--- src/icu_map.vh ---
/*
 * register map, field positions, reset values and mode codes of the
 * input capture unit.
 * assumes it is included by the capture unit only; definitions only.
 */
// Function
// - each qualifying event copies the selected timer's 16-bit count into the value pair.
// - mode selects falling, rising, every 4th rising or every 16th rising edge.
// - capture sets the event flag; only software clears it.
// - a new capture overwrites the stored value without any overrun indication.
// - a select bit in the third timer control register picks the source timer.
// - changing the capture mode may raise a spurious flag and interrupt.
// - prescaler counter clears when module is off or capture mode is left.
// - every reset clears the prescaler counter.
// - switching between prescale settings keeps the counter and may raise the flag.
`ifndef ICU_MAP_VH
`define ICU_MAP_VH

// ****************************************
// register word indices (byte address / 4)
// ****************************************
`define ICU_ADDR_CONTROL      4'h0
`define ICU_ADDR_TIMER3_CTRL  4'h1
`define ICU_ADDR_VALUE        4'h2
`define ICU_ADDR_STATUS       4'h3
`define ICU_ADDR_CLEAR        4'h4
`define ICU_ADDR_ENABLE       4'h5

// ****************************************
// fields and reset values
// ****************************************
`define ICU_MODE_MSB          3
`define ICU_TSEL_BIT          0
`define ICU_MODE_RESET        4'h0
`define ICU_TSEL_RESET        1'b0

// ****************************************
// mode codes of the control register and prescale limits
// ****************************************
`define ICU_MODE_OFF          4'h0
`define ICU_MODE_FALL         4'h4
`define ICU_MODE_RISE         4'h5
`define ICU_MODE_RISE4        4'h6
`define ICU_MODE_RISE16       4'h7
`define ICU_PRESCALE_4        4'h3
`define ICU_PRESCALE_16       4'hf

`endif

--- src/icu_capture.v ---
/*
 * input capture unit with an avalon-mm register slave.
 * holds the pin synchroniser, the edge and prescale qualification,
 * the capture value register, the sticky event flag with its clear
 * and enable registers, and the level interrupt output.
 * assumes timer counts arrive synchronous to i_clock and that the
 * capture pin is asynchronous.
 * assumes the bus master holds each request until waitrequest is low;
 * every request takes two cycles, so back to back requests are legal.
 */
// Chosen here: the Avalon-MM interface to the registers and the register addresses.
`timescale 1ns/10ps
`default_nettype none
`include "icu_map.vh"

module icu_capture #(
    parameter WIDTH = 16
) (
    // clock and reset
    input wire i_clock,
    input wire i_rst,
    // avalon-mm slave
    input wire [5:0] i_avs_address,
    input wire i_avs_read,
    input wire i_avs_write,
    input wire [31:0] i_avs_writedata,
    output reg [31:0] o_avs_readdata,
    output wire o_avs_waitrequest,
    // timers and pin
    input wire [WIDTH-1:0] i_first_timer_count,
    input wire [WIDTH-1:0] i_third_timer_count,
    input wire i_capture_input_pin,
    // interrupt
    output wire o_irq
);

    // ****************************************
    // decode helpers
    // ****************************************
    function is_capture;
        input [3:0] mode;
        begin
            is_capture = (mode[3:2] == 2'b01);
        end
    endfunction

    function is_prescaled;
        input [3:0] mode;
        begin
            is_prescaled = is_capture(mode) && mode[1];
        end
    endfunction

    function is_word;
        input [3:0] w;
        input [3:0] a;
        begin
            is_word = (w == a);
        end
    endfunction

    // ****************************************
    // registers
    // ****************************************
    reg [3:0] capture_mode_select;
    reg timer_select;
    reg [WIDTH-1:0] capture_value_pair;
    reg capture_event_flag;
    reg capture_irq_enable;
    reg [3:0] prescale_count;
    reg [1:0] pin_sync;
    reg pin_prev;
    reg ack;

    reg [3:0] next_mode;
    reg next_timer_select;
    reg next_irq_enable;
    reg [WIDTH-1:0] next_value;
    reg next_flag;
    reg [3:0] next_prescale;
    reg [31:0] next_readdata;
    reg next_ack;

    // ****************************************
    // bus decode
    // ****************************************
    wire [3:0] word = i_avs_address[5:2];
    wire request = i_avs_read || i_avs_write;
    // read data load in the first cycle so they stand when waitrequest drops;
    // writes commit in the second, at the edge the master sees the answer
    wire access = request && !ack;
    wire rd = i_avs_read && access;
    wire wr = i_avs_write && ack;

    // one wait state: request is taken at the edge where ack is high
    assign o_avs_waitrequest = request && !ack;

    wire ctrl_wr = wr && is_word(word, `ICU_ADDR_CONTROL);
    wire tsel_wr = wr && is_word(word, `ICU_ADDR_TIMER3_CTRL);
    wire enable_wr = wr && is_word(word, `ICU_ADDR_ENABLE);
    wire clear_wr = wr && is_word(word, `ICU_ADDR_CLEAR) && i_avs_writedata[0];
    wire [3:0] new_mode = i_avs_writedata[`ICU_MODE_MSB:0];

    // ****************************************
    // pin synchroniser and edge detection
    // ****************************************
    always @(posedge i_clock or posedge i_rst) begin
        if (i_rst) begin
            pin_sync <= 2'h0;
        end else begin
            pin_sync <= {pin_sync[0], i_capture_input_pin};
        end
    end

    // only the second stage feeds the edge detector
    always @(posedge i_clock or posedge i_rst) begin
        if (i_rst) begin
            pin_prev <= 1'b0;
        end else begin
            pin_prev <= pin_sync[1];
        end
    end

    wire rise = pin_sync[1] && !pin_prev;
    wire fall = !pin_sync[1] && pin_prev;

    // ****************************************
    // event qualification
    // ****************************************
    // ****************************************
    // prescale limit
    // ****************************************
    // the 4th or 16th rise captures, so the count runs 0..3 or 0..15
    wire [3:0] limit = (capture_mode_select == `ICU_MODE_RISE16) ?
        `ICU_PRESCALE_16 : `ICU_PRESCALE_4;
    reg qualify;

    always @* begin
        case (capture_mode_select)
            `ICU_MODE_FALL: begin
                qualify = fall;
            end
            `ICU_MODE_RISE: begin
                qualify = rise;
            end
            `ICU_MODE_RISE4,
            `ICU_MODE_RISE16: begin
                qualify = rise && (prescale_count >= limit);
            end
            default: begin
                qualify = 1'b0;
            end
        endcase
    end

    // mode change glitch: any switch from one capture mode to a different capture mode looks like an edge
    wire mode_glitch = ctrl_wr && is_capture(new_mode)
        && (new_mode != capture_mode_select)
        && is_capture(capture_mode_select);

    // ****************************************
    // prescaler counter
    // ****************************************
    always @* begin
        next_prescale = prescale_count;
        if (!is_prescaled(capture_mode_select)) begin
            next_prescale = 4'h0;
        end else if (ctrl_wr && !is_prescaled(new_mode)) begin
            next_prescale = 4'h0;
        end else if (rise) begin
            // switching between prescale settings keeps the count
            if (qualify) begin
                next_prescale = 4'h0;
            end else begin
                next_prescale = prescale_count + 4'h1;
            end
        end
    end

    always @(posedge i_clock or posedge i_rst) begin
        if (i_rst) begin
            prescale_count <= 4'h0;
        end else begin
            prescale_count <= next_prescale;
        end
    end

    // ****************************************
    // control register
    // ****************************************
    always @* begin
        next_mode = capture_mode_select;
        if (ctrl_wr) begin
            next_mode = new_mode;
        end
    end

    always @(posedge i_clock or posedge i_rst) begin
        if (i_rst) begin
            capture_mode_select <= `ICU_MODE_RESET;
        end else begin
            capture_mode_select <= next_mode;
        end
    end

    // ****************************************
    // timer select
    // ****************************************
    // 1 picks the third timer
    always @* begin
        next_timer_select = timer_select;
        if (tsel_wr) begin
            next_timer_select = i_avs_writedata[`ICU_TSEL_BIT];
        end
    end

    always @(posedge i_clock or posedge i_rst) begin
        if (i_rst) begin
            timer_select <= `ICU_TSEL_RESET;
        end else begin
            timer_select <= next_timer_select;
        end
    end

    // ****************************************
    // interrupt enable
    // ****************************************
    always @* begin
        next_irq_enable = capture_irq_enable;
        if (enable_wr) begin
            next_irq_enable = i_avs_writedata[0];
        end
    end

    always @(posedge i_clock or posedge i_rst) begin
        if (i_rst) begin
            capture_irq_enable <= 1'b0;
        end else begin
            capture_irq_enable <= next_irq_enable;
        end
    end

    // ****************************************
    // capture value
    // ****************************************
    always @* begin
        next_value = capture_value_pair;
        if (qualify) begin
            // old value lost without warning
            next_value = timer_select ? i_third_timer_count : i_first_timer_count;
        end
    end

    always @(posedge i_clock or posedge i_rst) begin
        if (i_rst) begin
            capture_value_pair <= {WIDTH{1'b0}};
        end else begin
            capture_value_pair <= next_value;
        end
    end

    // ****************************************
    // event flag
    // ****************************************
    always @* begin
        next_flag = capture_event_flag;
        // set wins over a clear in the same cycle
        if (qualify || mode_glitch) begin
            next_flag = 1'b1;
        end else if (clear_wr) begin
            next_flag = 1'b0;
        end
    end

    always @(posedge i_clock or posedge i_rst) begin
        if (i_rst) begin
            capture_event_flag <= 1'b0;
        end else begin
            capture_event_flag <= next_flag;
        end
    end

    // ****************************************
    // bus acknowledge
    // ****************************************
    always @* begin
        next_ack = access;
    end

    always @(posedge i_clock or posedge i_rst) begin
        if (i_rst) begin
            ack <= 1'b0;
        end else begin
            ack <= next_ack;
        end
    end

    // ****************************************
    // interrupt
    // ****************************************
    // masking only hides the flag; it stays sticky underneath
    assign o_irq = capture_event_flag && capture_irq_enable;

    // ****************************************
    // read mux
    // ****************************************
    always @* begin
        next_readdata = o_avs_readdata;
        // the clear register and unmapped words read zero
        if (rd) begin
            case (word)
                `ICU_ADDR_CONTROL: begin
                    next_readdata = {28'h0, capture_mode_select};
                end
                `ICU_ADDR_TIMER3_CTRL: begin
                    next_readdata = {31'h0, timer_select};
                end
                `ICU_ADDR_VALUE: begin
                    next_readdata = {{(32-WIDTH){1'b0}}, capture_value_pair};
                end
                `ICU_ADDR_STATUS: begin
                    next_readdata = {31'h0, capture_event_flag};
                end
                `ICU_ADDR_ENABLE: begin
                    next_readdata = {31'h0, capture_irq_enable};
                end
                default: begin
                    next_readdata = 32'h0;
                end
            endcase
        end
    end

    // stands until the next read
    always @(posedge i_clock or posedge i_rst) begin
        if (i_rst) begin
            o_avs_readdata <= 32'h0;
        end else begin
            o_avs_readdata <= next_readdata;
        end
    end

endmodule // icu_capture
`default_nettype wire

--- config.mk ---
export PLATFORM = sky130hd
export DESIGN_NAME = icu_capture
export DESIGN_NICKNAME = d
export VERILOG_FILES = /design/src/icu_capture.v
export VERILOG_INCLUDE_DIRS = /design/src
export SDC_FILE = /design/constraint.sdc
export NUM_CORES = 1
export LEC_CHECK = 0
export ABC_AREA = 1
export BUFFER_PORTS_ARGS = -buffer_cell sky130_fd_sc_hd__buf_2
export CORE_ASPECT_RATIO = 1.25
export CORE_MARGIN = 3
export CORE_UTILIZATION = 51
export CTS_BUF_LIST = sky130_fd_sc_hd__clkbuf_4 sky130_fd_sc_hd__clkbuf_8 sky130_fd_sc_hd__clkbuf_16
export DETAILED_ROUTE_END_ITERATION = 16
export PLACE_DENSITY_LB_ADDON = 0.05
export SLEW_MARGIN = 10
export SYNTH_ARGS = -nofsm -noshare
export SYNTH_HDL_FRONTEND = slang
export SYNTH_SLANG_ARGS = --single-unit
--- constraint.sdc ---
create_clock -name i_clock -period 2.5 [get_ports i_clock]
set_clock_uncertainty 0.05 [all_clocks]
set_input_delay 0 -clock i_clock [delete_from_list [all_inputs] [get_ports i_clock]]
set_output_delay 0 -clock i_clock [all_outputs]
set_load 0.005 [all_outputs]
==> key figures, run 1 <==
Final layout
  – Layout Cells excl Fill: around 450
  – Most frequent cells in the layout: nand2_1, buf_2, dfrtp_1, dlygate4sd3_1, inv_1
  – Commonest non-fill, non-tap cell in the layout: nand2_1
  – Antenna cell count: 0
  – Nets@finish: 471
  – Layout area overhead: 26.35%
  – Fillers: roughly 420
  – Layout cells sized above 1: 32.23%

Timing
  – Setup TNS: 0 ps
  – Fmax: 444.2 MHz
  – Worst-margin pin slew: 979.7 ps
  – Fin crit period: approximately 2300 ps
  – Slew headroom: 34.59%
  – Tcrit/Tclk final: 90.05%
  – Final hold vios: 0
  – Final Setup Violations: 0
  – RSZ-0062 raised after global routing: no
  – Final Max Tran Viols: 0

GRT
  – Largest net degree at the start of global routing: 48
  – Vias in the first global route: 2249
  – Overall Global Routing Usage: 19.99%
  – First-pass GRT wire length: 9832 µm
  – Initial antenna violation count: 0
  – Total grt overflow: 0

Floorplan
  – Die Height: around 86 µm
  – Initial core utilization: around 54%
  – Io pins: 109
  – Core ar.: 4870 µm²
  – Row count: 28
  – Die width: 70.29 µm
  – Die area: 6071 µm²

Setup path
  – CP endpoint: capture_value_pair[6]
  – Number of cells on the critical path: 10
  – Worst Path Arrival: 2370 ps
  – Setup crit end kind: flop
  – Crit Reg-Reg Endpoint: capture_value_pair[6]
  – CP top delay family: simple AND/OR/NAND/NOR gates
  – CP Launch Type: flop
  – WP buf/inv: 1
  – CP Max Fanout: 32
  – Slowest-stage cell, CP: dfrtp_1
  – Crit path cell chain: inv_1 > nor2_4 > nand3_1 > ha_1 > nand3_1 > nand3_1 > nand2_2 > nand3_4 > nand2_1 > o21ai_2
  – Reg2reg start: capture_mode_select[2]
  – Reg2Reg Setup Slack: between 200 and 250 ps
  – CP peak stage delay: 400 ps
  – CP Data Required Time: approximately 2600 ps
  – Setup CP Type: flop to flop
  – Crit path top cell by count: nand3_1
  – R2R depth: 10
  – Crit path from: capture_mode_select[2]

Yosys
  – Yosys warns: 0
  – Top-area cell type share of the netlist area: 44.63%
  – Ranking of synthesized cells by area: dfrtp_1, nand2_1, mux2_2
  – Seq/Total Area, Yosys: between 40% and 50%
  – Synth Flop Type: dfrtp_1
  – Synth unique cells: 30
  – Post-Synthesis Cell Area: 2635 µm²
  – Post-Syn Instances: between 200 and 300
  – Synth Register Bits: 47
  – Share of flip-flops with an asynchronous set or reset: 100.0%
  – Top cell type by total area after synthesis: dfrtp_1
  – Number of flops mapped to enable cells by yosys: 0
  – Syn Area/Cell: 8.872 µm²

Pwr
  – Sw Ratio: about a third
  – Clock share of power: between 20% and 30%
  – Logic pwr share: 29.7%
  – Max VDD drop: 401.5 µV
  – Pleak: 1.722 nW
  – PwrDens: 624.1 nW/µm²
  – Flop pwr share: 47.9%
  – Net switching power: between 0.6 and 0.7 mW
  – Pint: about 1.4 mW

Routing
  – Remaining antenna violation count: 0
  – Initial DRC count: 104
  – DRC errors left: 0
  – Via count: between 2k and 2.5k
  – WL/cell: 12.19 µm
  – Post-Route WL: 5534 µm
  – Router iterations before antenna repair: 4
  – Via density: 4.844

Placed design
  – DP Cell Count: 410
  – HPWL Detailed: 3822 µm
  – Gpl congestion: 0.7568
  – PortBufs: 62

Clock tree
  – Maximum level of the CTS H-tree: 2
  – Clk_lat worst skew: 300 ps
  – TritonCTS Sinks: 47
  – CTS tree: built
  – CTS clk-pin slew, worst paths: 90 ps
  – Root Buffer Master: clkbuf_8
  – Clk buf depth: 2
  – Post-CTS setup buffer count: 0
  – CTS Buf Count: 5

Status
  – Status: finished clean

Worst hold path
  – Hold/Removal Path Class: primary input to flop

Job
  – Max Cap Viol: 0
[worst min-delay path: cells and delay by family]
family | cells | cell delay, ps
compound gates | 1 | 40
buf+inv | 1 | 70
mux | 1 | 160
simple gates | 1 | 60
[worst min-delay path by stage]
stage,start,end,cells past startpoint
6_report,i_third_timer_count[1],capture_value_pair[1],4
5_1_grt,i_third_timer_count[1],capture_value_pair[1],4
4_1_cts,i_first_timer_count[3],capture_value_pair[3],4
3_5_place_dp,i_capture_input_pin,pin_sync[0],1
3_3_place_gp,i_capture_input_pin,pin_sync[0],1
2_1_floorplan,i_capture_input_pin,pin_sync[0],0
[metrics by stage]
step / total power [mW] / utilization, % / hold WS, ps / worst slack [ps] / area [µm²]
3_3_place_gp: 1.537 / 59.15 / 64.64 / 288.7 / 2880
2_1_floorplan: 1.453 / - / -18.57 / 765.6 / 2691
5_1_grt: 2.234 / 68.37 / 5.568 / 53.49 / 3329
3_5_place_dp: 1.559 / 59.15 / 70.50 / 247.3 / 2880
6_report: 2.078 / 68.37 / 8.224 / 248.7 / 3329
4_1_cts: 2.102 / 68.37 / 1.112 / 218.8 / 3329
[cells in the mapped netlist (5+ instances only)]
cell	count
mux2_2	16
nand2_2	16
nand4_1	7
buf_4	16
dfrtp_1	47
nand3_1	13
o21ai_0	9
o21ai_1	10
inv_1	35
nor2_1	15
buf_2	5
o21ai_2	16
nand2_1	65
[what timing repair did]
item                                   CTS  global route
endpoints found under the hold margin   69             0
gates resized for setup                  0             0
hold buffers                            36             0
setup endpoints to repair                0             0
[power by group through the flow]
stage | clock (mW) | combinational [mW] | sequential, mW
after floorplan | 0 | 0.482 | 0.971
after global placement | 0 | 0.529 | 1.01
after detailed placement | 0 | 0.545 | 1.01
after CTS | 0.483 | 0.622 | 0.998
after global routing | 0.518 | 0.699 | 1.02
final | 0.464 | 0.618 | 0.996
[metal layers]
metal | global-route usage (%) | vias up | part of all wire [%]
met5 | 0 | - | 0
met4 | 6.969 | 0 | 2.0
met2 | 33.90 | 55 | 51
li1 | - | 1108 | -
met3 | 4.176 | 10 | 4.7
met1 | 25.32 | 1026 | 42
[registers in the layout, summed over array words and instances, names as in the netlist]
name and cells:
capture_value_pair 16, pin_prev 1, capture_irq_enable 1, ack 1
capture_mode_select 4, pin_sync 2, capture_event_flag 1, o_avs_readdata 16
prescale_count 4, timer_select 1
[cell type report]
cell class                 instances  area [µm²]  share of cell area [%]
clock buffer                       7       83.83                   2.518
clock inverter                     1       5.005                  0.1503
inverter                          36       135.1                   4.059
multi-input combinational        205        1184                   35.55
sequential                        47        1176                   35.33
tap                               60       75.07                   2.255
timing repair buffer              98       670.6                   20.14
[logic make-up (layout without fill, tap and decap cells)]
logic type,count (synthesis),in the layout,synth area share [%]
flops,47,47,44.63
mux,16,16,6.838
fa+ha+maj,3,3,1.425
simple gates,125,125,22.74
buf+inv,60,142,12.58
xor+xnor,4,4,1.330
other cells,1,16,0.1423
compound gates,41,41,10.30
No activity file was read; power rests on OpenSTA's default activity.
==> run 2, diff against run 1 <==
SETUP_SLACK_MARGIN = 0.4   (was unset)
==> key figures, run 2 (same netlist as run 1, synthesis figures left out) <==
Status
  – Status: finished clean

Worst hold path
  – Worst hold path stage count: 4 (unchanged)
  – Hold/Removal Path Class: primary input to flop
  – Min-Delay Endpoint: capture_value_pair[5]
  – Hold Crit Start: i_first_timer_count[5]

Placed design
  – HPWL Detailed: 3822 µm (unchanged)
  – PortBufs: 62 (unchanged)
  – Gpl congestion: 0.7568 (unchanged)
  – Placed inst area: 2880 µm² (unchanged)

Routing
  – Post-Route WL: 5979 µm (+8.0%)
  – Initial DRC count: 91 (-13%)
  – Via density: 4.867 (+0.48%)
  – DRC errors left: 0 (unchanged)
  – WL/cell: 13.03 µm (+6.9%)
  – Remaining antenna violation count: 0 (unchanged)
  – Via count: 2234 (+1.6%)
  – Router iterations before antenna repair: 4 (unchanged)

Timing
  – Tcrit/Tclk final: 78.53% (-12 points)
  – Worst-margin pin slew: 1002 ps (+22.10 ps)
  – RSZ-0062 raised after global routing: no
  – Final Setup Violations: 0 (unchanged)
  – Fmax: 509.4 MHz (+15%)
  – Slew headroom: 33.11% (-1.5 points)
  – Fin crit period: 1963 ps (-288.2 ps)
  – Setup TNS: 0 ps (unchanged)
  – Final Max Tran Viols: 0 (unchanged)
  – Final hold vios: 0 (unchanged)

Final layout
  – Leading registers by flop count: capture_value_pair x16, o_avs_readdata x16
  – Antenna cell count: 0 (unchanged)
  – Commonest non-fill, non-tap cell in the layout: nand2_1
  – Fillers: 412 (-2.6%)
  – Most frequent cells in the layout: nand2_1, buf_2, dfrtp_1, dlygate4sd3_1, inv_1
  – Area of the multi-input gates: 1201 µm² (+1.5%)
  – FF/Latch Area: 1176 µm² (unchanged)
  – Cell area after layout: 3415 µm² (+2.6%)
  – Nets@finish: 476 (+1.1%)
  – Layout cells sized above 1: 33.08% (+0.85 points)
  – Layout area overhead: 29.58%

Setup path
  – Reg2reg start: capture_mode_select[2]
  – CP Data Required Time: 2640 ps (+20 ps)
  – Worst Path Arrival: 2100 ps (-270 ps)
  – CP top delay family: simple AND/OR/NAND/NOR gates
  – Crit path top cell by count: nand3_1
  – Slowest-stage cell, CP: dfrtp_1
  – CP peak stage delay: 400 ps (about the same)
  – WP buf/inv: 2 (+1)
  – Setup CP Type: flop to flop
  – Crit path cell chain: inv_1 > nor2_4 > nand3_1 > ha_1 > nand3_1 > nand3_1 > nand2_2 > nand3_4 > buf_12 > nand2_1 > o21ai_2
  – Reg2Reg Setup Slack: 540 ps (+290 ps)
  – Crit Reg-Reg Endpoint: capture_value_pair[7]
  – CP Max Fanout: 16 (-50%)
  – R2R depth: 11 (+1)
  – CP Launch Type: flop
  – Setup crit end kind: flop

GRT
  – M3 GR Usage: 4.872% (+0.70 points)
  – First-pass GRT wire length: 10470 µm (+6.5%)
  – Overall Global Routing Usage: 21.47% (+1.5 points)
  – Largest net degree at the start of global routing: 48 (unchanged)
  – Vias in the first global route: 2272 (+1.0%)
  – GRT met2 Usage: 35.09% (+1.2 points)
  – Most Crowded Layer GR: met2
  – Initial antenna violation count: 0 (unchanged)
  – Met1 Usage GRT: 27.94% (+2.6 points)
  – Total grt overflow: 0 (unchanged)

Pwr
  – Pleak: 1.765 nW (+2.5%)
  – PwrDens: 614.2 nW/µm² (-1.6%)
  – Clock share of power: 22.2% (about the same)
  – Logic pwr share: 30.3% (+0.6 points)
  – Net switching power: 0.6654 mW (+1.6%)
  – Sw Ratio: 31.73% (+0.20 points)
  – Pint: 1.432 mW (+0.63%)
  – Tot Pwr: 2.097 mW (+0.93%)
  – Flop pwr share: 47.5% (-0.4 points)
  – Max VDD drop: 396.2 µV (-1.3%)

Clock tree
  – Root Buffer Master: clkbuf_8
  – CTS clk-pin slew, worst paths: 90 ps (about the same)
  – Maximum level of the CTS H-tree: 2 (unchanged)
  – CTS tree: built
  – TritonCTS Sinks: 47 (unchanged)
  – Clk_lat worst skew: 300 ps (about the same)
  – Clk buf depth: 2 (unchanged)
  – CTS Buf Count: 5 (unchanged)

Floorplan
  – Core ar.: 4870 µm² (unchanged)
  – Io pins: 109 (unchanged)
  – Initial core utilization: 54.11% (unchanged)
  – Die area: 6071 µm² (unchanged)
  – Row count: 28 (unchanged)
  – Die width: 70.29 µm (unchanged)
  – Die Height: 86.37 µm (unchanged)

Job
  – Max Cap Viol: 0 (unchanged)
run 2: cell type report:
class	count	area share [%]
clock buffer	7	2.455
tap	60	2.199
inverter	36	3.958
timing repair buffer	102	21.62
clock inverter	1	0.1466
multi-input combinational	206	35.18
sequential	47	34.44
run 2: through the flow:
step	hold slack, ps	setup slack [ps]	instances	utilization, %
3_3_place_gp	64.64	288.7	410	59.15
5_1_grt	6.890	400.8	459	70.12
3_5_place_dp	70.50	247.3	410	59.15
2_1_floorplan	-18.57	765.6	312	-
6_report	6.265	536.9	459	70.12
4_1_cts	1.112	407.4	456	69.14
run 2: worst reg2reg max path: stages (launching register included):
cell,delay (ps)
dfrtp_1,400
inv_1,110
nor2_4,150
nand3_1,110
ha_1,310
nand3_1,90
nand3_1,90
nand2_2,160
nand3_4,90
buf_12,170
nand2_1,80
o21ai_2,50
run 2: timing repair:
action                     in CTS  in global routing
pin swaps                       0                  2
hold buffers                   36                  0
cloned                          1                  0
hold endpoints to repair       69                  0
setup endpoints to repair      16                 18
buffers inserted                1                  3
gates resized for setup         1                  0
run 2: metal layers:
| layer | up-vias | wire length, µm |
|---|---|---|
| met5 | - | 0 |
| met1 | 1039 | 2560 |
| li1 | 1122 | - |
| met4 | 0 | 136 |
| met3 | 12 | 321 |
| met2 | 61 | 2961 |
run 2: power by group through the flow:
stage	Combinational (mW)	Sequential (mW)	Clock (mW)
2_1_floorplan	0.482	0.971	0
3_3_place_gp	0.529	1.01	0
3_5_place_dp	0.545	1.01	0
4_1_cts	0.614	0.998	0.483
5_1_grt	0.715	1.02	0.518
6_report	0.634	0.997	0.466
run 2: worst max path at each step:
stage | start | to | depth (start not counted)
2_1_floorplan | capture_mode_select[2] | capture_value_pair[1] | 11
3_3_place_gp | capture_mode_select[2] | capture_value_pair[6] | 10
3_5_place_dp | capture_mode_select[2] | capture_value_pair[7] | 10
4_1_cts | capture_mode_select[2] | capture_value_pair[2] | 10
5_1_grt | capture_mode_select[2] | capture_value_pair[9] | 11
6_report | capture_mode_select[2] | capture_value_pair[7] | 11
==> run 3, diff against run 2 <==
CORE_UTILIZATION = 48   (was 51)
clock period = 2.1 ns   (was 2.5 ns; I/O delays follow)
==> key figures, run 3 (same netlist as run 1, synthesis figures left out) <==
Job
  – Max Cap Viol: 0 (unchanged)

Clock tree
  – Clk_lat worst skew: 290 ps (about the same)
  – CTS tree: built
  – CTS Buf Count: 5 (unchanged)
  – Root Buffer Master: clkbuf_8
  – Maximum level of the CTS H-tree: 2 (unchanged)
  – TritonCTS Sinks: 47 (unchanged)
  – Clk buf depth: 2 (unchanged)
  – CTS clk-pin slew, worst paths: 90 ps (about the same)

Routing
  – Post-Route WL: 5955 µm (-0.40%)
  – DRC errors left: 0 (unchanged)
  – Initial DRC count: 113 (+24%)
  – Via count: 2231 (-0.13%)
  – Via density: 4.727 (-2.9%)
  – Router iterations before antenna repair: 4 (unchanged)
  – WL/cell: 12.62 µm (-3.1%)
  – Remaining antenna violation count: 0 (unchanged)

Setup path
  – Crit path cell chain: inv_2 > nor2_4 > nand3_4 > ha_4 > nand3_2 > nand3_2 > nand2_2 > nand3_4 > clkbuf_16 > nand2_2 > o21ai_2
  – Reg2reg start: capture_mode_select[2]
  – Slowest-stage cell, CP: dfrtp_1
  – Crit Reg-Reg Endpoint: capture_value_pair[13]
  – CP Launch Type: flop
  – CP peak stage delay: 380 ps (-20 ps)
  – CP top delay family: simple AND/OR/NAND/NOR gates
  – CP Max Fanout: 8 (-8)
  – Reg2Reg Setup Slack: 340 ps (-200 ps)
  – Setup crit end kind: flop
  – CP Data Required Time: 2240 ps (-400 ps)
  – Setup CP Type: flop to flop
  – Worst Path Arrival: 1900 ps (-200 ps)
  – Crit path from: capture_mode_select[2]
  – WP buf/inv: 2 (unchanged)
  – R2R depth: 11 (unchanged)

Timing
  – Final hold vios: 0 (unchanged)
  – Tcrit/Tclk final: 84.03% (+5.5 points)
  – Slew headroom: 59.64% (+27 points)
  – Final hold slack: 6.855 ps (+0.5893 ps)
  – Setup TNS: 0 ps (unchanged)
  – Fmax: 566.7 MHz (+11%)
  – Final Max Tran Viols: 0 (unchanged)
  – Final Setup Violations: 0 (unchanged)
  – Fin crit period: 1765 ps (-198.5 ps)
  – Worst-margin pin slew: 605.4 ps (-396.5 ps)
  – RSZ-0062 raised after global routing: yes

Final layout
  – Antenna cell count: 0 (unchanged)
  – Final core occ: 69.11% (-1.0 points)
  – Fillers: 432 (+4.9%)
  – Cell area after layout: 3586 µm² (+5.0%)
  – Layout Cells excl Fill: 472 (+2.8%)
  – Layout area overhead: 36.09%
  – Layout cells sized above 1: 36.34% (+3.3 points)
  – Leading registers by flop count: capture_value_pair x16, o_avs_readdata x16
  – Most frequent cells in the layout: nand2_1, buf_2, dfrtp_1, dlygate4sd3_1, inv_1
  – Nets@finish: 487 (+2.3%)

GRT
  – Total grt overflow: 0 (unchanged)
  – Initial antenna violation count: 0 (unchanged)
  – Overall Global Routing Usage: 19.24% (-2.2 points)
  – First-pass GRT wire length: 9839 µm (-6.0%)
  – Vias in the first global route: 2234 (-1.7%)
  – Largest net degree at the start of global routing: 48 (unchanged)

Placed design
  – PortBufs: 62 (unchanged)
  – Gpl congestion: 0.8141 (+7.6%)
  – DP Cell Count: 417 (+1.7%)
  – HPWL Detailed: 3802 µm (-0.52%)
  – Placed inst area: 2938 µm² (+2.0%)

Pwr
  – Sw Ratio: 31.47% (-0.25 points)
  – Pleak: 1.831 nW (+3.7%)
  – Clock share of power: 23.2% (+1.0 points)
  – Pint: 1.787 mW (+25%)
  – Net switching power: 0.8209 mW (+23%)
  – Max VDD drop: 404.7 µV (+2.1%)
  – Flop pwr share: 44.4% (-3.1 points)
  – PwrDens: 727.3 nW/µm² (+18%)
  – Logic pwr share: 32.5% (+2.2 points)

Floorplan
  – Die width: 72.27 µm (+2.8%)
  – Io pins: 109 (unchanged)
  – Initial core utilization: 50.78% (-3.3 points)
  – Die area: 6420 µm² (+5.8%)
  – Row count: 29 (+3.6%)
  – Die Height: 88.84 µm (+2.9%)
  – Core ar.: 5189 µm² (+6.6%)

Worst hold path
  – Worst hold path stage count: 4 (unchanged)
  – Hold/Removal Path Class: primary input to flop
  – Hold Crit Start: i_first_timer_count[15]
  – Min-Delay Endpoint: capture_value_pair[15]

Status
  – Status: finished clean
## run 3: area by class of cell
| cell class | instances | area (µm²) | share of cell area (%) |
|---|---|---|---|
| multi-input combinational | 205 | 1244 | 34.68 |
| sequential | 47 | 1176 | 32.80 |
| timing repair buffer | 114 | 849.6 | 23.69 |
| inverter | 36 | 135.1 | 3.768 |
| clock buffer | 7 | 96.34 | 2.687 |
| tap | 62 | 77.57 | 2.163 |
| clock inverter | 1 | 7.507 | 0.2094 |
## run 3: how the worst max path moves through the flow
stage | endpoint | slack, ps | cells after the start
2_1_floorplan | capture_value_pair[1] | 400 | 11
3_3_place_gp | capture_value_pair[6] | 240 | 11
3_5_place_dp | capture_value_pair[7] | 220 | 11
4_1_cts | capture_value_pair[6] | 310 | 11
5_1_grt | capture_value_pair[7] | 260 | 11
6_report | capture_value_pair[13] | 340 | 11
## run 3: per-layer routing
layer	global-route usage [%]	wire length [µm]	part of all wire [%]	up-vias
li1	-	-	-	1139
met1	23.07	2564	43	1042
met2	34.88	3121	52	46
met3	3.523	222	3.7	4
met4	5.641	46	0.77	0
met5	0	0	0	-
## run 3: power by group through the flow
stage                     logic, mW  registers (mW)  clock network (mW)
final                         0.847            1.16               0.604
after global routing          0.951            1.17               0.663
after CTS                     0.791            1.15               0.624
after detailed placement      0.701            1.18                   0
after global placement        0.692            1.17                   0
after floorplan               0.577            1.16                   0
## run 3: worst min-delay path: stages
cell     delay [ps]
buf_2            70
mux2_2          150
nand2_2          50
o21ai_2          40
## run 3: through the flow
stage / total power, mW / worst slack, ps
CTS: 2.570 / 309.1
finish: 2.608 / 335.4
global route: 2.788 / 257.7
detailed placement: 1.877 / 224.3
global placement: 1.862 / 242.1
floorplan: 1.734 / 402.3
## run 3: timing repair
item	in CTS	in global routing
hold endpoints to repair	71	0
resized for setup	1	8
setup endpoints to repair	21	21
cloned	0	3
hold buffers	39	0
setup buffers	3	2
pin swaps	1	3
